$ cat src/logic/pio_defines.vh
`ifndef PIO_DEFINES_VH
`define PIO_DEFINES_VH

// ==========================================================================
// Register map (byte addresses on the AXI4-Lite slave)
`define PIO_ADDR_W        8
// Each bidirectional port owns a 32-byte window: port index in addr[7:5]
`define PIO_PIDX_P1       3'd0
`define PIO_PIDX_P3       3'd1
`define PIO_PIDX_P9       3'd2
// Word index inside a port window, addr[4:2]
`define PIO_REG_DATA      3'd0
`define PIO_REG_DIR       3'd1
`define PIO_REG_ODRAIN    3'd2
`define PIO_REG_ALTEN     3'd3
`define PIO_REG_PADCTL    3'd4
`define PIO_REG_THRESH    3'd5
`define PIO_REG_SET       3'd6
`define PIO_REG_CLR       3'd7
`define PIO_ADDR_P5_IN    8'h60
`define PIO_ADDR_FBMAP    8'h64

// ==========================================================================
// Implemented lines per port (16 + 15 + 6 bidirectional, 10 input only)
`define PIO_P1_MASK       16'hffff
`define PIO_P3_MASK       16'h7fff
`define PIO_P9_MASK       16'h003f
`define PIO_P5_MASK       16'h03ff
`define PIO_P1_OD_MASK    16'h0000
`define PIO_P3_OD_MASK    16'h7fff
`define PIO_P9_OD_MASK    16'h003f
`define PIO_P1_THR_MASK   2'b00
`define PIO_P3_THR_MASK   2'b11
`define PIO_P9_THR_MASK   2'b01

// ==========================================================================
// Pad control field: one nibble per port byte, drive in [1:0], edge in [3:2]
`define PIO_PAD_DRV_LSB   0
`define PIO_PAD_EDGE_LSB  2
`define PIO_DRV_STRONG    2'h0
`define PIO_DRV_MEDIUM    2'h1
`define PIO_DRV_WEAK      2'h2
`define PIO_PADCTL_RST    8'h00

// ==========================================================================
// Fieldbus pin map select
`define PIO_FB_P9_0_1     2'h0
`define PIO_FB_P9_2_3     2'h1
`define PIO_FB_NONE       2'h2
`define PIO_FBMAP_RST     2'h2

`define PIO_RESP_OKAY     2'b00
`define PIO_RESP_SLVERR   2'b10

`endif

$ cat src/logic/pin_sync.v
`timescale 1ns/1ps

// ==========================================================================
// Two-stage synchroniser for asynchronous pin levels
module pin_sync #(
  parameter W = 64
) (
  input  wire         i_ref_clk,
  input  wire         i_sys_rst,
  input  wire [W-1:0] i_async,
  output wire [W-1:0] o_sync
);

  reg [W-1:0] meta_q;
  reg [W-1:0] sync_q;

  always @(posedge i_ref_clk) begin
    if (i_sys_rst) begin
      meta_q <= {W{1'b0}};
      sync_q <= {W{1'b0}};
    end else begin
      meta_q <= i_async;
      sync_q <= meta_q;
    end
  end

  assign o_sync = sync_q;

endmodule

$ cat src/logic/parallel_io_ports.v
// The register offsets and the AXI4-Lite register port were left to the implementer.
`timescale 1ns/1ps
`include "pio_defines.vh"

module parallel_io_ports (
  input  wire        i_ref_clk,
  input  wire        i_sys_rst,
  // AXI4-Lite slave
  input  wire [7:0]  i_s_axi_awaddr,
  input  wire        i_s_axi_awvalid,
  output wire        o_s_axi_awready,
  input  wire [31:0] i_s_axi_wdata,
  input  wire [3:0]  i_s_axi_wstrb,
  input  wire        i_s_axi_wvalid,
  output wire        o_s_axi_wready,
  output wire [1:0]  o_s_axi_bresp,
  output wire        o_s_axi_bvalid,
  input  wire        i_s_axi_bready,
  input  wire [7:0]  i_s_axi_araddr,
  input  wire        i_s_axi_arvalid,
  output wire        o_s_axi_arready,
  output wire [31:0] o_s_axi_rdata,
  output wire [1:0]  o_s_axi_rresp,
  output wire        o_s_axi_rvalid,
  input  wire        i_s_axi_rready,
  // Port 1 (16 lines)
  input  wire [15:0] i_p1_pin,
  output wire [15:0] o_p1_pin,
  output wire [15:0] o_p1_pin_oe_n,
  input  wire [15:0] i_p1_alt_out,
  output wire [15:0] o_p1_in_sync,
  output wire [3:0]  o_p1_drive,
  output wire [3:0]  o_p1_edge,
  // Port 3 (15 lines)
  input  wire [14:0] i_p3_pin,
  output wire [14:0] o_p3_pin,
  output wire [14:0] o_p3_pin_oe_n,
  input  wire [14:0] i_p3_alt_out,
  output wire [14:0] o_p3_in_sync,
  output wire [3:0]  o_p3_drive,
  output wire [3:0]  o_p3_edge,
  output wire [1:0]  o_p3_hyst,
  // Port 9 (6 lines)
  input  wire [5:0]  i_p9_pin,
  output wire [5:0]  o_p9_pin,
  output wire [5:0]  o_p9_pin_oe_n,
  input  wire [5:0]  i_p9_alt_out,
  output wire [5:0]  o_p9_in_sync,
  output wire [3:0]  o_p9_drive,
  output wire [3:0]  o_p9_edge,
  output wire        o_p9_hyst,
  // Port 5 (10 lines, input only)
  input  wire [9:0]  i_p5_pin,
  output wire [9:0]  o_p5_in_sync,
  // Fieldbus controller lines
  input  wire        i_fb_tx,
  output wire        o_fb_rx
);

  // ========================================================================
  // Pin input synchronisation
  wire [63:0] pin_async;
  wire [63:0] pin_sync_w;

  assign pin_async = {6'h00, i_p5_pin, 10'h000, i_p9_pin, 1'b0, i_p3_pin, i_p1_pin};

  pin_sync #(
    .W (64)
  ) u_pin_sync (
    .i_ref_clk (i_ref_clk),
    .i_sys_rst (i_sys_rst),
    .i_async   (pin_async),
    .o_sync    (pin_sync_w)
  );

  assign o_p1_in_sync = pin_sync_w[15:0];
  assign o_p3_in_sync = pin_sync_w[30:16];
  assign o_p9_in_sync = pin_sync_w[37:32];
  assign o_p5_in_sync = pin_sync_w[57:48];

  // ========================================================================
  // AXI4-Lite write channel: address and data taken in either order
  reg        aw_full_q;
  reg [7:0]  aw_addr_q;
  reg        w_full_q;
  reg [31:0] w_data_q;
  reg [3:0]  w_strb_q;
  reg        bvalid_q;
  reg [1:0]  bresp_q;
  wire       wr_fire;
  wire       wr_port_hit;
  wire       wr_hit;

  assign o_s_axi_awready = !aw_full_q && !bvalid_q;
  assign o_s_axi_wready  = !w_full_q && !bvalid_q;
  assign o_s_axi_bvalid  = bvalid_q;
  assign o_s_axi_bresp   = bresp_q;
  assign wr_fire         = aw_full_q && w_full_q && !bvalid_q;
  assign wr_port_hit     = (aw_addr_q[7:5] <= `PIO_PIDX_P9);
  assign wr_hit          = wr_port_hit || (aw_addr_q[7:2] == `PIO_ADDR_P5_IN >> 2)
                           || (aw_addr_q[7:2] == `PIO_ADDR_FBMAP >> 2);

  always @(posedge i_ref_clk) begin
    if (i_sys_rst) begin
      aw_full_q <= 1'b0;
      aw_addr_q <= 8'h00;
      w_full_q  <= 1'b0;
      w_data_q  <= 32'h00000000;
      w_strb_q  <= 4'h0;
      bvalid_q  <= 1'b0;
      bresp_q   <= `PIO_RESP_OKAY;
    end else begin
      if (i_s_axi_awvalid && o_s_axi_awready) begin
        aw_full_q <= 1'b1;
        aw_addr_q <= i_s_axi_awaddr;
      end
      if (i_s_axi_wvalid && o_s_axi_wready) begin
        w_full_q <= 1'b1;
        w_data_q <= i_s_axi_wdata;
        w_strb_q <= i_s_axi_wstrb;
      end
      if (wr_fire) begin
        aw_full_q <= 1'b0;
        w_full_q  <= 1'b0;
        bvalid_q  <= 1'b1;
        bresp_q   <= wr_hit ? `PIO_RESP_OKAY : `PIO_RESP_SLVERR;
      end else if (bvalid_q && i_s_axi_bready) begin
        bvalid_q <= 1'b0;
      end
    end
  end

  // ========================================================================
  // Fieldbus pin map
  reg  [1:0]  fbmap_q;
  reg  [5:0]  p9_alt_src;
  reg         fb_rx_q;

  always @(posedge i_ref_clk) begin
    if (i_sys_rst) begin
      fbmap_q <= `PIO_FBMAP_RST;
    end else if (wr_fire && (aw_addr_q == `PIO_ADDR_FBMAP) && w_strb_q[0]) begin
      fbmap_q <= w_data_q[1:0];
    end
  end

  // Route transmit line onto chosen pin pair
  always @* begin
    p9_alt_src = i_p9_alt_out;
    case (fbmap_q)
      `PIO_FB_P9_0_1: p9_alt_src[1] = i_fb_tx;
      `PIO_FB_P9_2_3: p9_alt_src[3] = i_fb_tx;
      default:        p9_alt_src    = i_p9_alt_out;
    endcase
  end

  // Unmapped receive reads recessive high so the controller sees an idle bus
  always @(posedge i_ref_clk) begin
    if (i_sys_rst) begin
      fb_rx_q <= 1'b1;
    end else begin
      case (fbmap_q)
        `PIO_FB_P9_0_1: fb_rx_q <= pin_sync_w[32];
        `PIO_FB_P9_2_3: fb_rx_q <= pin_sync_w[34];
        default:        fb_rx_q <= 1'b1;
      endcase
    end
  end

  assign o_fb_rx = fb_rx_q;

  // ========================================================================
  // Bidirectional ports, one generate block per port
  wire [47:0] alt_src_all;
  wire [47:0] pin_out_all;
  wire [47:0] pin_oe_n_all;
  wire [47:0] rd_all;
  wire [11:0] drive_all;
  wire [11:0] edge_all;
  wire [5:0]  hyst_all;

  assign alt_src_all = {10'h000, p9_alt_src, 1'b0, i_p3_alt_out, i_p1_alt_out};

  genvar p;
  genvar b;
  generate
    for (p = 0; p < 3; p = p + 1) begin : g_port
      localparam [2:0]  PIDX = p;
      localparam [15:0] LM   = (p == 0) ? `PIO_P1_MASK :
                               (p == 1) ? `PIO_P3_MASK : `PIO_P9_MASK;
      localparam [15:0] ODM  = (p == 0) ? `PIO_P1_OD_MASK :
                               (p == 1) ? `PIO_P3_OD_MASK : `PIO_P9_OD_MASK;
      localparam [1:0]  THM  = (p == 0) ? `PIO_P1_THR_MASK :
                               (p == 1) ? `PIO_P3_THR_MASK : `PIO_P9_THR_MASK;

      reg  [15:0] out_q;
      reg  [15:0] dir_q;
      reg  [15:0] od_q;
      reg  [15:0] alt_q;
      reg  [7:0]  pad_q;
      reg  [1:0]  thr_q;
      reg  [15:0] rd_w;
      wire [15:0] wmask;
      wire [15:0] wval;
      wire [15:0] sync_in;
      wire [15:0] alt_src;
      wire [15:0] drv_val;
      wire        sel;

      assign wmask   = {{8{w_strb_q[1]}}, {8{w_strb_q[0]}}};
      assign wval    = w_data_q[15:0];
      assign sel     = wr_fire && (aw_addr_q[7:5] == PIDX);
      assign sync_in = pin_sync_w[16*p+15:16*p] & LM;
      assign alt_src = alt_src_all[16*p+15:16*p];

      always @(posedge i_ref_clk) begin
        if (i_sys_rst) begin
          out_q <= 16'h0000;
          dir_q <= 16'h0000;
          od_q  <= 16'h0000;
          alt_q <= 16'h0000;
          pad_q <= `PIO_PADCTL_RST;
          thr_q <= 2'b00;
        end else if (sel) begin
          case (aw_addr_q[4:2])
            `PIO_REG_DATA:   out_q <= ((out_q & ~wmask) | (wval & wmask)) & LM;
            `PIO_REG_DIR:    dir_q <= ((dir_q & ~wmask) | (wval & wmask)) & LM;
            `PIO_REG_ODRAIN: od_q  <= ((od_q & ~wmask) | (wval & wmask)) & ODM;
            `PIO_REG_ALTEN:  alt_q <= ((alt_q & ~wmask) | (wval & wmask)) & LM;
            `PIO_REG_PADCTL: pad_q <= w_strb_q[0] ? w_data_q[7:0] : pad_q;
            `PIO_REG_THRESH: thr_q <= w_strb_q[0] ? (w_data_q[1:0] & THM) : thr_q;
            `PIO_REG_SET:    out_q <= (out_q | (wval & wmask)) & LM;
            `PIO_REG_CLR:    out_q <= out_q & ~(wval & wmask);
            default:         out_q <= out_q;
          endcase
        end
      end

      assign drv_val = (alt_q & alt_src) | (~alt_q & out_q);
      assign pin_out_all[16*p+15:16*p] = drv_val & ~od_q;
      // Inputs and open-drain highs stay undriven
      assign pin_oe_n_all[16*p+15:16*p] = ~(dir_q & LM) | (od_q & drv_val)
                                          | {16{i_sys_rst}};

      for (b = 0; b < 2; b = b + 1) begin : g_byte
        assign drive_all[4*p+2*b+1:4*p+2*b] =
          pad_q[4*b+`PIO_PAD_DRV_LSB+1:4*b+`PIO_PAD_DRV_LSB];
        assign edge_all[4*p+2*b+1:4*p+2*b] =
          pad_q[4*b+`PIO_PAD_EDGE_LSB+1:4*b+`PIO_PAD_EDGE_LSB];
      end
      assign hyst_all[2*p+1:2*p] = thr_q;

      always @* begin
        rd_w = 16'h0000;
        case (i_s_axi_araddr[4:2])
          // Pins for inputs, latch for outputs
          `PIO_REG_DATA:   rd_w = (dir_q & out_q) | (~dir_q & sync_in);
          `PIO_REG_DIR:    rd_w = dir_q;
          `PIO_REG_ODRAIN: rd_w = od_q;
          `PIO_REG_ALTEN:  rd_w = alt_q;
          `PIO_REG_PADCTL: rd_w = {8'h00, pad_q};
          `PIO_REG_THRESH: rd_w = {14'h0000, thr_q};
          default:         rd_w = 16'h0000;
        endcase
      end
      assign rd_all[16*p+15:16*p] = rd_w;
    end
  endgenerate

  assign o_p1_pin      = pin_out_all[15:0];
  assign o_p1_pin_oe_n = pin_oe_n_all[15:0];
  assign o_p3_pin      = pin_out_all[30:16];
  assign o_p3_pin_oe_n = pin_oe_n_all[30:16];
  assign o_p9_pin      = pin_out_all[37:32];
  assign o_p9_pin_oe_n = pin_oe_n_all[37:32];
  assign o_p1_drive    = drive_all[3:0];
  assign o_p1_edge     = edge_all[3:0];
  assign o_p3_drive    = drive_all[7:4];
  assign o_p3_edge     = edge_all[7:4];
  assign o_p3_hyst     = hyst_all[3:2];
  assign o_p9_drive    = drive_all[11:8];
  assign o_p9_edge     = edge_all[11:8];
  assign o_p9_hyst     = hyst_all[4];

  // ========================================================================
  // AXI4-Lite read channel: one cycle from address to data
  reg        rvalid_q;
  reg [31:0] rdata_q;
  reg [1:0]  rresp_q;
  reg [31:0] rd_word;
  reg [1:0]  rd_resp;

  assign o_s_axi_arready = !rvalid_q;
  assign o_s_axi_rvalid  = rvalid_q;
  assign o_s_axi_rdata   = rdata_q;
  assign o_s_axi_rresp   = rresp_q;

  always @* begin
    rd_word = 32'h00000000;
    rd_resp = `PIO_RESP_OKAY;
    case (i_s_axi_araddr[7:5])
      `PIO_PIDX_P1: rd_word = {16'h0000, rd_all[15:0]};
      `PIO_PIDX_P3: rd_word = {16'h0000, rd_all[31:16]};
      `PIO_PIDX_P9: rd_word = {16'h0000, rd_all[47:32]};
      default: begin
        if (i_s_axi_araddr[7:2] == `PIO_ADDR_P5_IN >> 2) begin
          rd_word = {16'h0000, pin_sync_w[63:48] & `PIO_P5_MASK};
        end else if (i_s_axi_araddr[7:2] == `PIO_ADDR_FBMAP >> 2) begin
          rd_word = {30'h00000000, fbmap_q};
        end else begin
          rd_resp = `PIO_RESP_SLVERR;
        end
      end
    endcase
  end

  always @(posedge i_ref_clk) begin
    if (i_sys_rst) begin
      rvalid_q <= 1'b0;
      rdata_q  <= 32'h00000000;
      rresp_q  <= `PIO_RESP_OKAY;
    end else if (i_s_axi_arvalid && !rvalid_q) begin
      rvalid_q <= 1'b1;
      rdata_q  <= rd_word;
      rresp_q  <= rd_resp;
    end else if (rvalid_q && i_s_axi_rready) begin
      rvalid_q <= 1'b0;
    end
  end

endmodule

$ cat config.mk
export PLATFORM = sky130hd
export DESIGN_NAME = parallel_io_ports
export DESIGN_NICKNAME = d
export VERILOG_FILES = /design/src/logic/pin_sync.v /design/src/logic/parallel_io_ports.v
export VERILOG_INCLUDE_DIRS = /design/src /design/src/logic
export SDC_FILE = /design/constraint.sdc
export NUM_CORES = 1
export LEC_CHECK = 0
export BUFFER_PORTS_ARGS = -buffer_cell sky130_fd_sc_hd__buf_2
export CORE_MARGIN = 2
export CORE_UTILIZATION = 54
export DETAILED_ROUTE_END_ITERATION = 16
export GPL_TIMING_DRIVEN = 0
export PLACE_DENSITY_LB_ADDON = 0.2
export SLEW_MARGIN = 20
export SYNTH_ARGS = -nofsm -noshare
export SYNTH_HDL_FRONTEND = slang
export SYNTH_SLANG_ARGS = --single-unit
$ cat constraint.sdc
create_clock -name i_ref_clk -period 2.84 [get_ports i_ref_clk]
set_input_delay 0.852 -clock i_ref_clk [delete_from_list [all_inputs] [get_ports i_ref_clk]]
set_output_delay 0.852 -clock i_ref_clk [all_outputs]
set_load 0.01 [all_outputs]
==> results of run 1 <==
[cells by family (layout without fill, tap and decap cells)]
kind of cell           Yosys count  count (layout)  synth area share [%]
and+or+nand+nor                604             604                  23.6
AOI/OAI and AO/OA              368             368                  16.3
DFF                            304             304                  45.5
buffers and inverters          154             508                  5.35
other                            1              18                0.0280
muxes                          115             115                  9.24
[cells in the mapped netlist (all sizes together), types with 3 or more instances]
master   count
a211oi       6
a21oi      155
a221oi       3
a22o         8
a22oi       42
a2bb2oi      3
a31oi        5
a32o         4
and2        18
and3         4
and3b        3
buf         61
clkbuf      81
dfxtp      304
inv         12
mux2        48
mux2i       65
nand2      187
nand2b      36
nand3       75
nand3b      20
nor2        96
nor2b      118
nor3        12
nor3b        7
nor4         5
nor4b        3
o211ai       6
o21ai      102
o221ai       4
o22a         7
o22ai        6
or3          7
or3b         7
[worst register-to-register path, stage by stage (launching register included)]
cell and delay (ns):
dfxtp_1 0.30, buf_2 0.20, nor4bb_1 0.72, clkbuf_1 0.37
clkbuf_1 0.51, nand3_1 0.16, a21oi_1 0.16
[cells in the final DEF, fill, tap and decap left out, types with 10 or more instances in the layout]
cell,n
nor3_1,10
mux2i_1,65
clkbuf_1,78
dfxtp_1,303
nor2_1,95
nand2b_1,36
nand3b_1,20
a21oi_1,154
conb_1,18
nor2b_1,118
inv_1,11
a22oi_1,42
nand2_1,187
buf_2,322
o21ai_0,92
mux2_2,48
nand3_1,73
and2_1,17
buf_4,23
clkbuf_16,35
[routing by layer]
metal | routed length, um | track usage (%)
met2 | 24000 | 63.2
met1 | 20200 | 51.0
met5 | 0 | 0
met3 | 6090 | 8.01
met4 | 3060 | 20.5
[where the power goes]
part / switching [mW] / total, mW / internal, mW / leakage (nW)
Sequential: 0.0696 / 4.44 / 4.37 / 2.48
Combinational: 0.575 / 0.861 / 0.286 / 3.58
Clock: 1.83 / 4.82 / 2.99 / 0.598
[worst paths after layout]
path                                       startpoint                    end  slack [ns]  cells after the start
worst max-delay path                i_s_axi_araddr[2]       o_s_axi_rdata[0]       -0.06                      8
worst min-delay path            u_pin_sync.meta_q[17]  u_pin_sync.o_sync[17]        0.43                      1
worst max register to register           aw_addr_q[3]               register        0.34                      6
worst min register to register  u_pin_sync.meta_q[17]  u_pin_sync.o_sync[17]        0.43                      1
[area by class of cell]
type / count / area share, %
Clock inverter: 16 / 1.46
Sequential cell: 304 / 36.7
Buffer: 142 / 4.21
Timing Repair Buffer: 293 / 8.85
Clock buffer: 45 / 5.94
Tap cell: 324 / 2.45
Multi-Input combinational cell: 1105 / 40.1
Inverter: 12 / 0.272
[metrics by stage]
| step | cell area, um^2 | TNS (ns) | std cells | hold WS (ns) | utilization, % |
|---|---|---|---|---|---|
| finish | 16600 | -0.113 | 2241 | 0.433 | 68.1 |
| floorplan | 13400 | 0 | 1563 | 0.414 | - |
| global route | 16600 | 0 | 2241 | 0.451 | 68.1 |
| global placement | 15300 | -30.65 | 2180 | 0.415 | 63.0 |
| detailed placement | 15300 | -38.01 | 2180 | 0.422 | 63.0 |
| CTS | 16600 | 0 | 2241 | 0.436 | 68.1 |
[what timing repair did]
action / 4_1_cts / 5_1_grt
setup endpoints to repair: 32 / 5
resized for setup: 10 / 3
hold endpoints to repair: 0 / 0
pin swaps: 0 / 0
==> reports/metrics.csv, run 1 <==
stage;metric;value;unit
pwr;total_power;10.1;mW
worst_setup_path;crit_top_cell;buf_2;
clock_network;clk_pin_slew;0.06;ns
timing;hold_violations;0;
timing;period_needed;2.90;ns
worst_setup_path;critPathMaxStageDelay;0.88;ns
global_route;antenna_found_initial;0;
timing;fin_ws;-0.0578;ns
clock_network;numCtsBuffers;34;
yosys;yosys.area.top_type;dfxtp_1;
place;pre_cts_slack;-0.918;ns
routing;drt_iter0_drc;1714;
clock_network;insertion_delay;0.52;ns
place;port_buffers;293;
yosys;ys_ff_latch;304;
job;cap_violations;0;
cells_and_area;seqCellArea;6090;um^2
global_route;grt_start_max_net_pins;15;
clock_network;cts-root-buf;clkbuf_16;
worst_setup_path;cp_num_buf_inv;3;
clock_network;cts_sinks;304;
status;status;finished with violations;
yosys;syn_inst;1546;
worst_setup_path;arrival;3.33;ns
cells_and_area;fin_nets;2036;
worst_setup_path;path_class;input pin to register;
timing;clock.fmax;345;MHz
global_route;overflow;0;
place;gp_congestion;0.986;
worst_setup_path;critPathMaxFanout;10;
clock_network;cts-hold-fix-buffers;0;
place;dp_hpwl;39400;um
cells_and_area;area_growth;23.8;%
status;failed_checks;negative setup slack;
pwr;powerDensity;611;nW/um^2
worst_setup_path;critPathRequiredTime;3.27;ns
cells_and_area;multi_input_area;6640;um^2
routing;firstDrtPassIters;6;
yosys;synth_top_area_share;45.5;%
timing;slew_headroom;28.7;%
min_path;hold_path_class;register to register;
yosys;synth_ff_type;dfxtp_1;
timing;grt_setup_unrepaired;false;
cells_and_area;antenna_cells;0;
floorplan;initial_utilization;55.0;%
global_route;grt_pass1_wl;77500;um
routing;wl_per_cell;23.8;um
clock_network;post-cts-setup-buffers;0;
floorplan;die_area;26100;um^2
yosys;synth.distinct_cells;73;
floorplan;die_h;161;um
worst_setup_path;critical-path-slowest-cell;nor2b_1;
routing;ant_nets;0;
clock_network;cts_max_path_buffers;3;
timing;fin_crit_sh;102;%
cells_and_area;drive_above_1_share;25.1;%
routing;drcViolationCount;0;
clock_network;cts_tree;yes;
yosys;yosysWarnings;0;
pwr;peakVddDrop;0.511;mV
timing;slew_viol_final;0;
global_route;grt_usage;39.6;%
routing;vias;13483;
yosys;async_flop_share;0;%
worst_setup_path;startpoint_type;input pin;
clock_network;cts.htree.levels;2;
routing;via_per_inst;6.02;
pwr;leakage;6.66;nW
yosys;yosys-top-cells-area;dfxtp_1, a21oi_1, nor2b_1;
floorplan;io_pins;334;
yosys;avgSynthCellArea;8.65;um^2
timing;tightest_slew;1.06;ns
floorplan;fp.dieW;161;um
routing;wirelength;53300;um
worst_setup_path;end_kind;register;
timing;clock_skew;0.0155;ns
floorplan;core.rowCount;57;
yosys;yosysSeqAreaShare;45.5;%
worst_setup_path;path_delay_family;simple AND/OR/NAND/NOR gates;
floorplan;core;24300;um^2
yosys;synth_enable_flop_cells;0;
cells_and_area;num-fill-cells;2055;
worst_setup_path;path_cells;buf_2 > buf_4 > buf_2 > nor2b_1 > a22oi_1 > o22ai_1 > nor3_1 > a211oi_1;
global_route;grt_pass1_vias;12711;
yosys;syn_area;13400;um^2
timing;finalSetupViolCount;2;
Note: power is estimated with default switching activity, not from simulation.
==> run 2, diff against run 1 <==
--- a/config.mk
+++ b/config.mk
@@ -12,6 +12,7 @@
 export DETAILED_ROUTE_END_ITERATION = 16
 export GPL_TIMING_DRIVEN = 0
 export PLACE_DENSITY_LB_ADDON = 0.2
+export SKIP_CTS_REPAIR_TIMING = 1
 export SLEW_MARGIN = 20
 export SYNTH_ARGS = -nofsm -noshare
 export SYNTH_HDL_FRONTEND = slang
==> run 2 against run 1 <==
Effect of this change:
- the run still ends with negative setup slack left
- clock power about the same
- clock-buffer cell count unchanged
- register-to-register slack improved by 0.10 ns
==> reports/metrics.csv, run 2 (synthesized netlist as in run 1, its figures left out) <==
stage;metric;value;unit;change
timing;hold_violations;0;;unchanged
global_route;overflow;0;;unchanged
worst_setup_path;path_cells;buf_2 > buf_4 > buf_2 > nor2b_1 > a22oi_1 > o22ai_1 > nor3_1 > a211oi_1;;
floorplan;io_pins;334;;unchanged
floorplan;core;24300;um^2;unchanged
floorplan;fp.dieW;161;um;unchanged
timing;slew_headroom;25.8;%;-2.9 points
pwr;power_frac_comb;8.5;%;about the same
job;cap_violations;0;;unchanged
timing;clock_skew;0.0153;ns;-0.000218 ns
cells_and_area;final_common_cell;buf_2;;
place;gp_congestion;0.986;;unchanged
floorplan;die_area;26100;um^2;unchanged
pwr;pwr-share-clk;47.7;%;about the same
routing;drt_iter0_drc;1726;;+0.70%
worst_setup_path;critPathRequiredTime;3.27;ns;about the same
pwr;leakage;6.65;nW;about the same
timing;slew_viol_final;0;;unchanged
global_route;grt_pass1_wl;77500;um;about the same
cells_and_area;fin_nets;2036;;unchanged
pwr;intPower;7.65;mW;about the same
worst_setup_path;critPathMaxFanout;10;;unchanged
worst_setup_path;arrival;3.37;ns;+0.04 ns
clock_network;clk_pin_slew;0.06;ns;about the same
cells_and_area;utilization;68.1;%;about the same
clock_network;cts_max_path_buffers;3;;unchanged
routing;wirelength;53400;um;+0.29%
routing;firstDrtPassIters;5;;-1
routing;wl_per_cell;23.8;um;+0.29%
place;port_buffers;293;;unchanged
pwr;switchingPower;2.49;mW;+0.59%
cells_and_area;drive_above_1_share;25.1;%;unchanged
clock_network;cts-root-buf;clkbuf_16;;
cells_and_area;mostFrequentLayoutCells;buf_2, dfxtp_1, nand2_1, a21oi_1, nor2b_1;;
clock_network;insertion_delay;0.52;ns;about the same
timing;finalSetupViolCount;3;;+1
worst_setup_path;startpoint_type;input pin;;
timing;fin_ws;-0.102;ns;-0.0441 ns
place;dp_hpwl;39400;um;unchanged
status;failed_checks;negative setup slack;;
clock_network;cts.htree.levels;2;;unchanged
place;place_area;15300;um^2;unchanged
place;pre_cts_slack;-0.918;ns;unchanged
timing;clock.fmax;340;MHz;-1.5%
cells_and_area;fin_area;16600;um^2;about the same
timing;grt_setup_unrepaired;false;;
min_path;hold_path_class;register to register;;
clock_network;cts_tree;yes;;
global_route;grt_pass1_vias;12731;;+0.16%
cells_and_area;area_growth;23.7;%;about the same
pwr;powerDensity;612;nW/um^2;+0.21%
clock_network;cts_sinks;304;;unchanged
timing;fin_crit_sh;104;%;+1.6 points
worst_setup_path;path_delay_family;simple AND/OR/NAND/NOR gates;;
floorplan;core.rowCount;57;;unchanged
routing;drcViolationCount;0;;unchanged
status;status;finished with violations;;
floorplan;die_h;161;um;unchanged
worst_setup_path;crit_top_cell;buf_2;;
timing;period_needed;2.94;ns;+0.0441 ns
cells_and_area;antenna_cells;0;;unchanged
worst_setup_path;critPathMaxStageDelay;0.93;ns;+0.05 ns
worst_setup_path;path_class;input pin to register;;
clock_network;numCtsBuffers;34;;unchanged
routing;vias;13487;;+0.030%
pwr;total_power;10.1;mW;+0.14%
pwr;peakVddDrop;0.512;mV;+0.33%
pwr;swShare;24.6;%;+0.11 points
worst_setup_path;end_kind;register;;
timing;tightest_slew;1.11;ns;+0.0457 ns
worst_setup_path;critical-path-slowest-cell;nor2b_1;;
pwr;seqPwrFrac;43.8;%;about the same
routing;ant_nets;0;;unchanged
worst_setup_path;cp_num_buf_inv;3;;unchanged
global_route;antenna_found_initial;0;;unchanged
global_route;grt_usage;39.7;%;+0.044 points
routing;via_per_inst;6.02;;about the same
timing;fin_setup_tns;-0.195;ns;-0.0819 ns
global_route;grt_start_max_net_pins;15;;unchanged
floorplan;initial_utilization;55.0;%;unchanged
==> run 2: changes by cell type in the layout (fill, tap and decap cells not counted) <==
| cell | before | now |
|---|---|---|
| clkbuf_8 | 9 | 7 |
| buf_4 | 23 | 26 |
| clkbuf_4 | 1 | 0 |
==> run 2: final timing paths <==
check | from | endpoint | slack, ns | cells after the start
setup reg to reg | aw_addr_q[3] | register | 0.44 | 6
hold / removal | u_pin_sync.meta_q[17] | u_pin_sync.o_sync[17] | 0.43 | 1
hold reg to reg | u_pin_sync.meta_q[17] | u_pin_sync.o_sync[17] | 0.43 | 1
setup / recovery | i_s_axi_araddr[2] | o_s_axi_rdata[0] | -0.10 | 8
==> run 2: worst register-to-register path: cells and delay by family (launching register included) <==
family          cells  cell delay (ns)
buf+inv             3             1.09
simple gates        2             0.79
flops               1             0.30
compound gates      1             0.16
==> run 2: final cells by class <==
| type | count | area, um^2 |
|---|---|---|
| buffer | 142 | 686 |
| clock buffer | 45 | 983 |
| clock inverter | 16 | 241 |
| fill | 2054 | 7760 |
| inverter | 12 | 45.0 |
| multi-input combinational | 1105 | 6640 |
| sequential | 304 | 6090 |
| tap | 324 | 405 |
| timing repair buffer | 293 | 1470 |
==> run 2: routing by layer <==
| layer | routed length (um) | part of all wire (%) | track usage [%] |
|---|---|---|---|
| met1 | 20300 | 38 | 51.1 |
| met2 | 24100 | 45 | 63.2 |
| met3 | 6000 | 11 | 8.09 |
| met4 | 3010 | 5.6 | 20.6 |
| met5 | 0 | 0 | 0 |
==> run 2: power by group through the flow <==
stage               Sequential (mW)  Combinational (mW)  Clock, mW
finish                         4.44               0.860       4.84
global route                   4.45               0.903       5.01
CTS                            4.44               0.830       4.81
global placement               4.53               0.815          0
detailed placement             4.53               0.827          0
floorplan                      4.53               0.444          0
==> run 2: through the flow <==
step           hold WS [ns]  std cells
2_1_floorplan         0.414       1563
3_3_place_gp          0.415       2180
3_5_place_dp          0.422       2180
4_1_cts               0.436       2241
5_1_grt               0.451       2241
6_report              0.433       2241
==> run 3, diff against run 2 <==
--- a/config.mk
+++ b/config.mk
@@ -7,7 +7,6 @@
 export NUM_CORES = 1
 export LEC_CHECK = 0
 export BUFFER_PORTS_ARGS = -buffer_cell sky130_fd_sc_hd__buf_2
-export CORE_MARGIN = 2
 export CORE_UTILIZATION = 54
 export DETAILED_ROUTE_END_ITERATION = 16
 export GPL_TIMING_DRIVEN = 0
==> run 3 against run 2 <==
Effect of this change:
- the flow still finishes with violations (negative setup slack)
- sequential share of layout area rose by 0.33 points
- clock power is 10% lower
- combinational power is essentially flat
- largest power group is now registers
==> reports/metrics.csv, run 3 (synthesized netlist as in run 1, its figures left out) <==
stage;metric;value;unit;change
clock_network;cts_tree;yes;;
worst_setup_path;end_kind;register;;
cells_and_area;final_common_cell;buf_2;;
worst_setup_path;arrival;3.35;ns;-0.02 ns
timing;slew_headroom;26.3;%;+0.47 points
global_route;grt_pass1_wl;77100;um;-0.55%
status;failed_checks;negative setup slack;;
place;gp_congestion;0.983;;-0.27%
worst_setup_path;timing.rr.start;aw_addr_q[3];;
clock_network;clk_pin_slew;0.07;ns;about the same
place;pre_cts_slack;-0.959;ns;-0.0411 ns
place;port_buffers;293;;unchanged
routing;vias;13354;;-0.99%
worst_setup_path;critPathRequiredTime;3.33;ns;+0.06 ns
min_path;hold_path_class;register to register;;
floorplan;core.rowCount;57;;unchanged
timing;slew_viol_final;0;;unchanged
worst_setup_path;rrSetupSlack;0.46;ns;+0.02 ns
floorplan;die_area;25400;um^2;-2.5%
worst_setup_path;startpoint_type;input pin;;
clock_network;cts_sinks;304;;unchanged
clock_network;insertion_delay;0.57;ns;+0.05 ns
place;dp_hpwl;39300;um;-0.31%
clock_network;cts_max_path_buffers;3;;unchanged
timing;fin_crit_sh;101;%;-2.9 points
timing;finalSetupViolCount;1;;-2
job;cap_violations;0;;unchanged
worst_setup_path;reg2reg_depth;6;;unchanged
cells_and_area;fin_nets;2033;;-0.15%
timing;period_needed;2.86;ns;-0.0833 ns
routing;wirelength;52700;um;-1.4%
timing;tightest_slew;1.10;ns;-0.00697 ns
worst_setup_path;critPathMaxFanout;10;;unchanged
global_route;grt_start_max_net_pins;16;;+1
pwr;powerDensity;588;nW/um^2;-4.0%
timing;clock.fmax;350;MHz;+2.9%
floorplan;initial_utilization;55.0;%;unchanged
routing;drt_iter0_drc;1606;;-7.0%
routing;firstDrtPassIters;7;;+2
floorplan;die_h;159;um;-1.2%
routing;drcViolationCount;0;;unchanged
timing;clock_skew;0.0168;ns;+0.00152 ns
min_path;hold_depth;1;;unchanged
pwr;leakage;6.59;nW;-1.0%
cells_and_area;mostFrequentLayoutCells;buf_2, dfxtp_1, nand2_1, a21oi_1, nor2b_1;;
floorplan;io_pins;334;;unchanged
status;status;finished with violations;;
min_path;hold_path_end;u_pin_sync.o_sync[18];;
global_route;grt_pass1_vias;12477;;-2.0%
timing;fin_ws;-0.0186;ns;+0.0833 ns
floorplan;fp.dieW;159;um;-1.2%
routing;via_per_inst;5.97;;-0.85%
routing;ant_nets;0;;unchanged
clock_network;cts-root-buf;clkbuf_16;;
timing;grt_setup_unrepaired;false;;
routing;wl_per_cell;23.5;um;-1.2%
worst_setup_path;path_class;input pin to register;;
floorplan;core;24300;um^2;unchanged
cells_and_area;area_growth;22.7;%;
timing;hold_violations;0;;unchanged
clock_network;numCtsBuffers;31;;-8.8%
global_route;grt_usage;40.6;%;+0.90 points
clock_network;cts.htree.levels;1;;-1
global_route;antenna_found_initial;1;;+1
min_path;holdCritStartpoint;u_pin_sync.meta_q[18];;
pwr;peakVddDrop;0.520;mV;+1.4%
global_route;overflow;0;;unchanged
cells_and_area;drive_above_1_share;24.9;%;-0.16 points
timing;hold-worst-slack;0.433;ns;-0.000567 ns
==> run 3: cell types whose count changed in the layout (fill, tap and decap cells not counted) <==
cell / delta
clkinv_2: +3
buf_4: -1
buf_6: +1
bufinv_16: -1
clkbuf_16: -4
dfxtp_2: +1
clkinv_4: +1
dfxtp_1: -1
buf_1: +1
clkinvlp_4: -1
clkbuf_8: -3
diode_2: +1
==> run 3: worst max-delay path by stage <==
stage                            from          endpoint  slack, ns  depth (start not counted)
floorplan                   i_sys_rst  o_p3_pin_oe_n[0]       0.18                          4
CTS                         i_sys_rst  o_p3_pin_oe_n[8]      -0.97                          5
detailed placement          i_sys_rst  o_p3_pin_oe_n[8]      -0.96                          5
global route                i_sys_rst  o_p1_pin_oe_n[4]      0.002                          4
finish              i_s_axi_araddr[2]  o_s_axi_rdata[0]      -0.02                          8
global placement            i_sys_rst  o_p3_pin_oe_n[8]      -0.93                          5
==> run 3: power by group <==
| part | internal, mW | total, mW | switching (mW) |
|---|---|---|---|
| registers | 4.37 | 4.44 | 0.0694 |
| clock network | 2.56 | 4.34 | 1.78 |
| logic | 0.285 | 0.862 | 0.577 |
==> run 3: area by class of cell <==
class | instances | area (um^2)
diodes | 1 | 2.50
plain buffers | 142 | 689
clock buffers | 39 | 846
clock inverters | 18 | 228
fillers | 2071 | 7910
inverters | 12 | 45.0
multi-input cells | 1105 | 6640
flip-flops and latches | 304 | 6090
well taps | 324 | 405
repair buffers | 293 | 1470
==> run 3: worst max-delay path, stage by stage <==
cell and delay [ns]:
buf_2 0.09, buf_4 0.18, buf_2 0.38, nor2b_1 0.92, a22oi_1 0.34, o22ai_1 0.29
nor3_1 0.07, a211oi_1 0.22
==> run 3: metal layers <==
layer / vias up / GRT usage [%] / share of wire [%]
li1: 6013 / - / -
met1: 6341 / 52.1 / 39
met2: 829 / 65.6 / 46
met3: 169 / 7.63 / 10
met4: 2 / 19.8 / 5.1
met5: - / 0 / 0.025
==> run 3: metrics by stage <==
| stage | std cells | area, um^2 | total power [mW] | utilization [%] | TNS, ns |
|---|---|---|---|---|---|
| 3_3_place_gp | 2180 | 15300 | 5.35 | 63.0 | -41.22 |
| 5_1_grt | 2237 | 16400 | 9.87 | 67.5 | 0 |
| 2_1_floorplan | 1563 | 13400 | 4.97 | - | 0 |
| 4_1_cts | 2237 | 16400 | 9.61 | 67.4 | -15.47 |
| 6_report | 2238 | 16400 | 9.65 | 67.5 | -0.0186 |
| 3_5_place_dp | 2180 | 15300 | 5.36 | 63.0 | -39.61 |
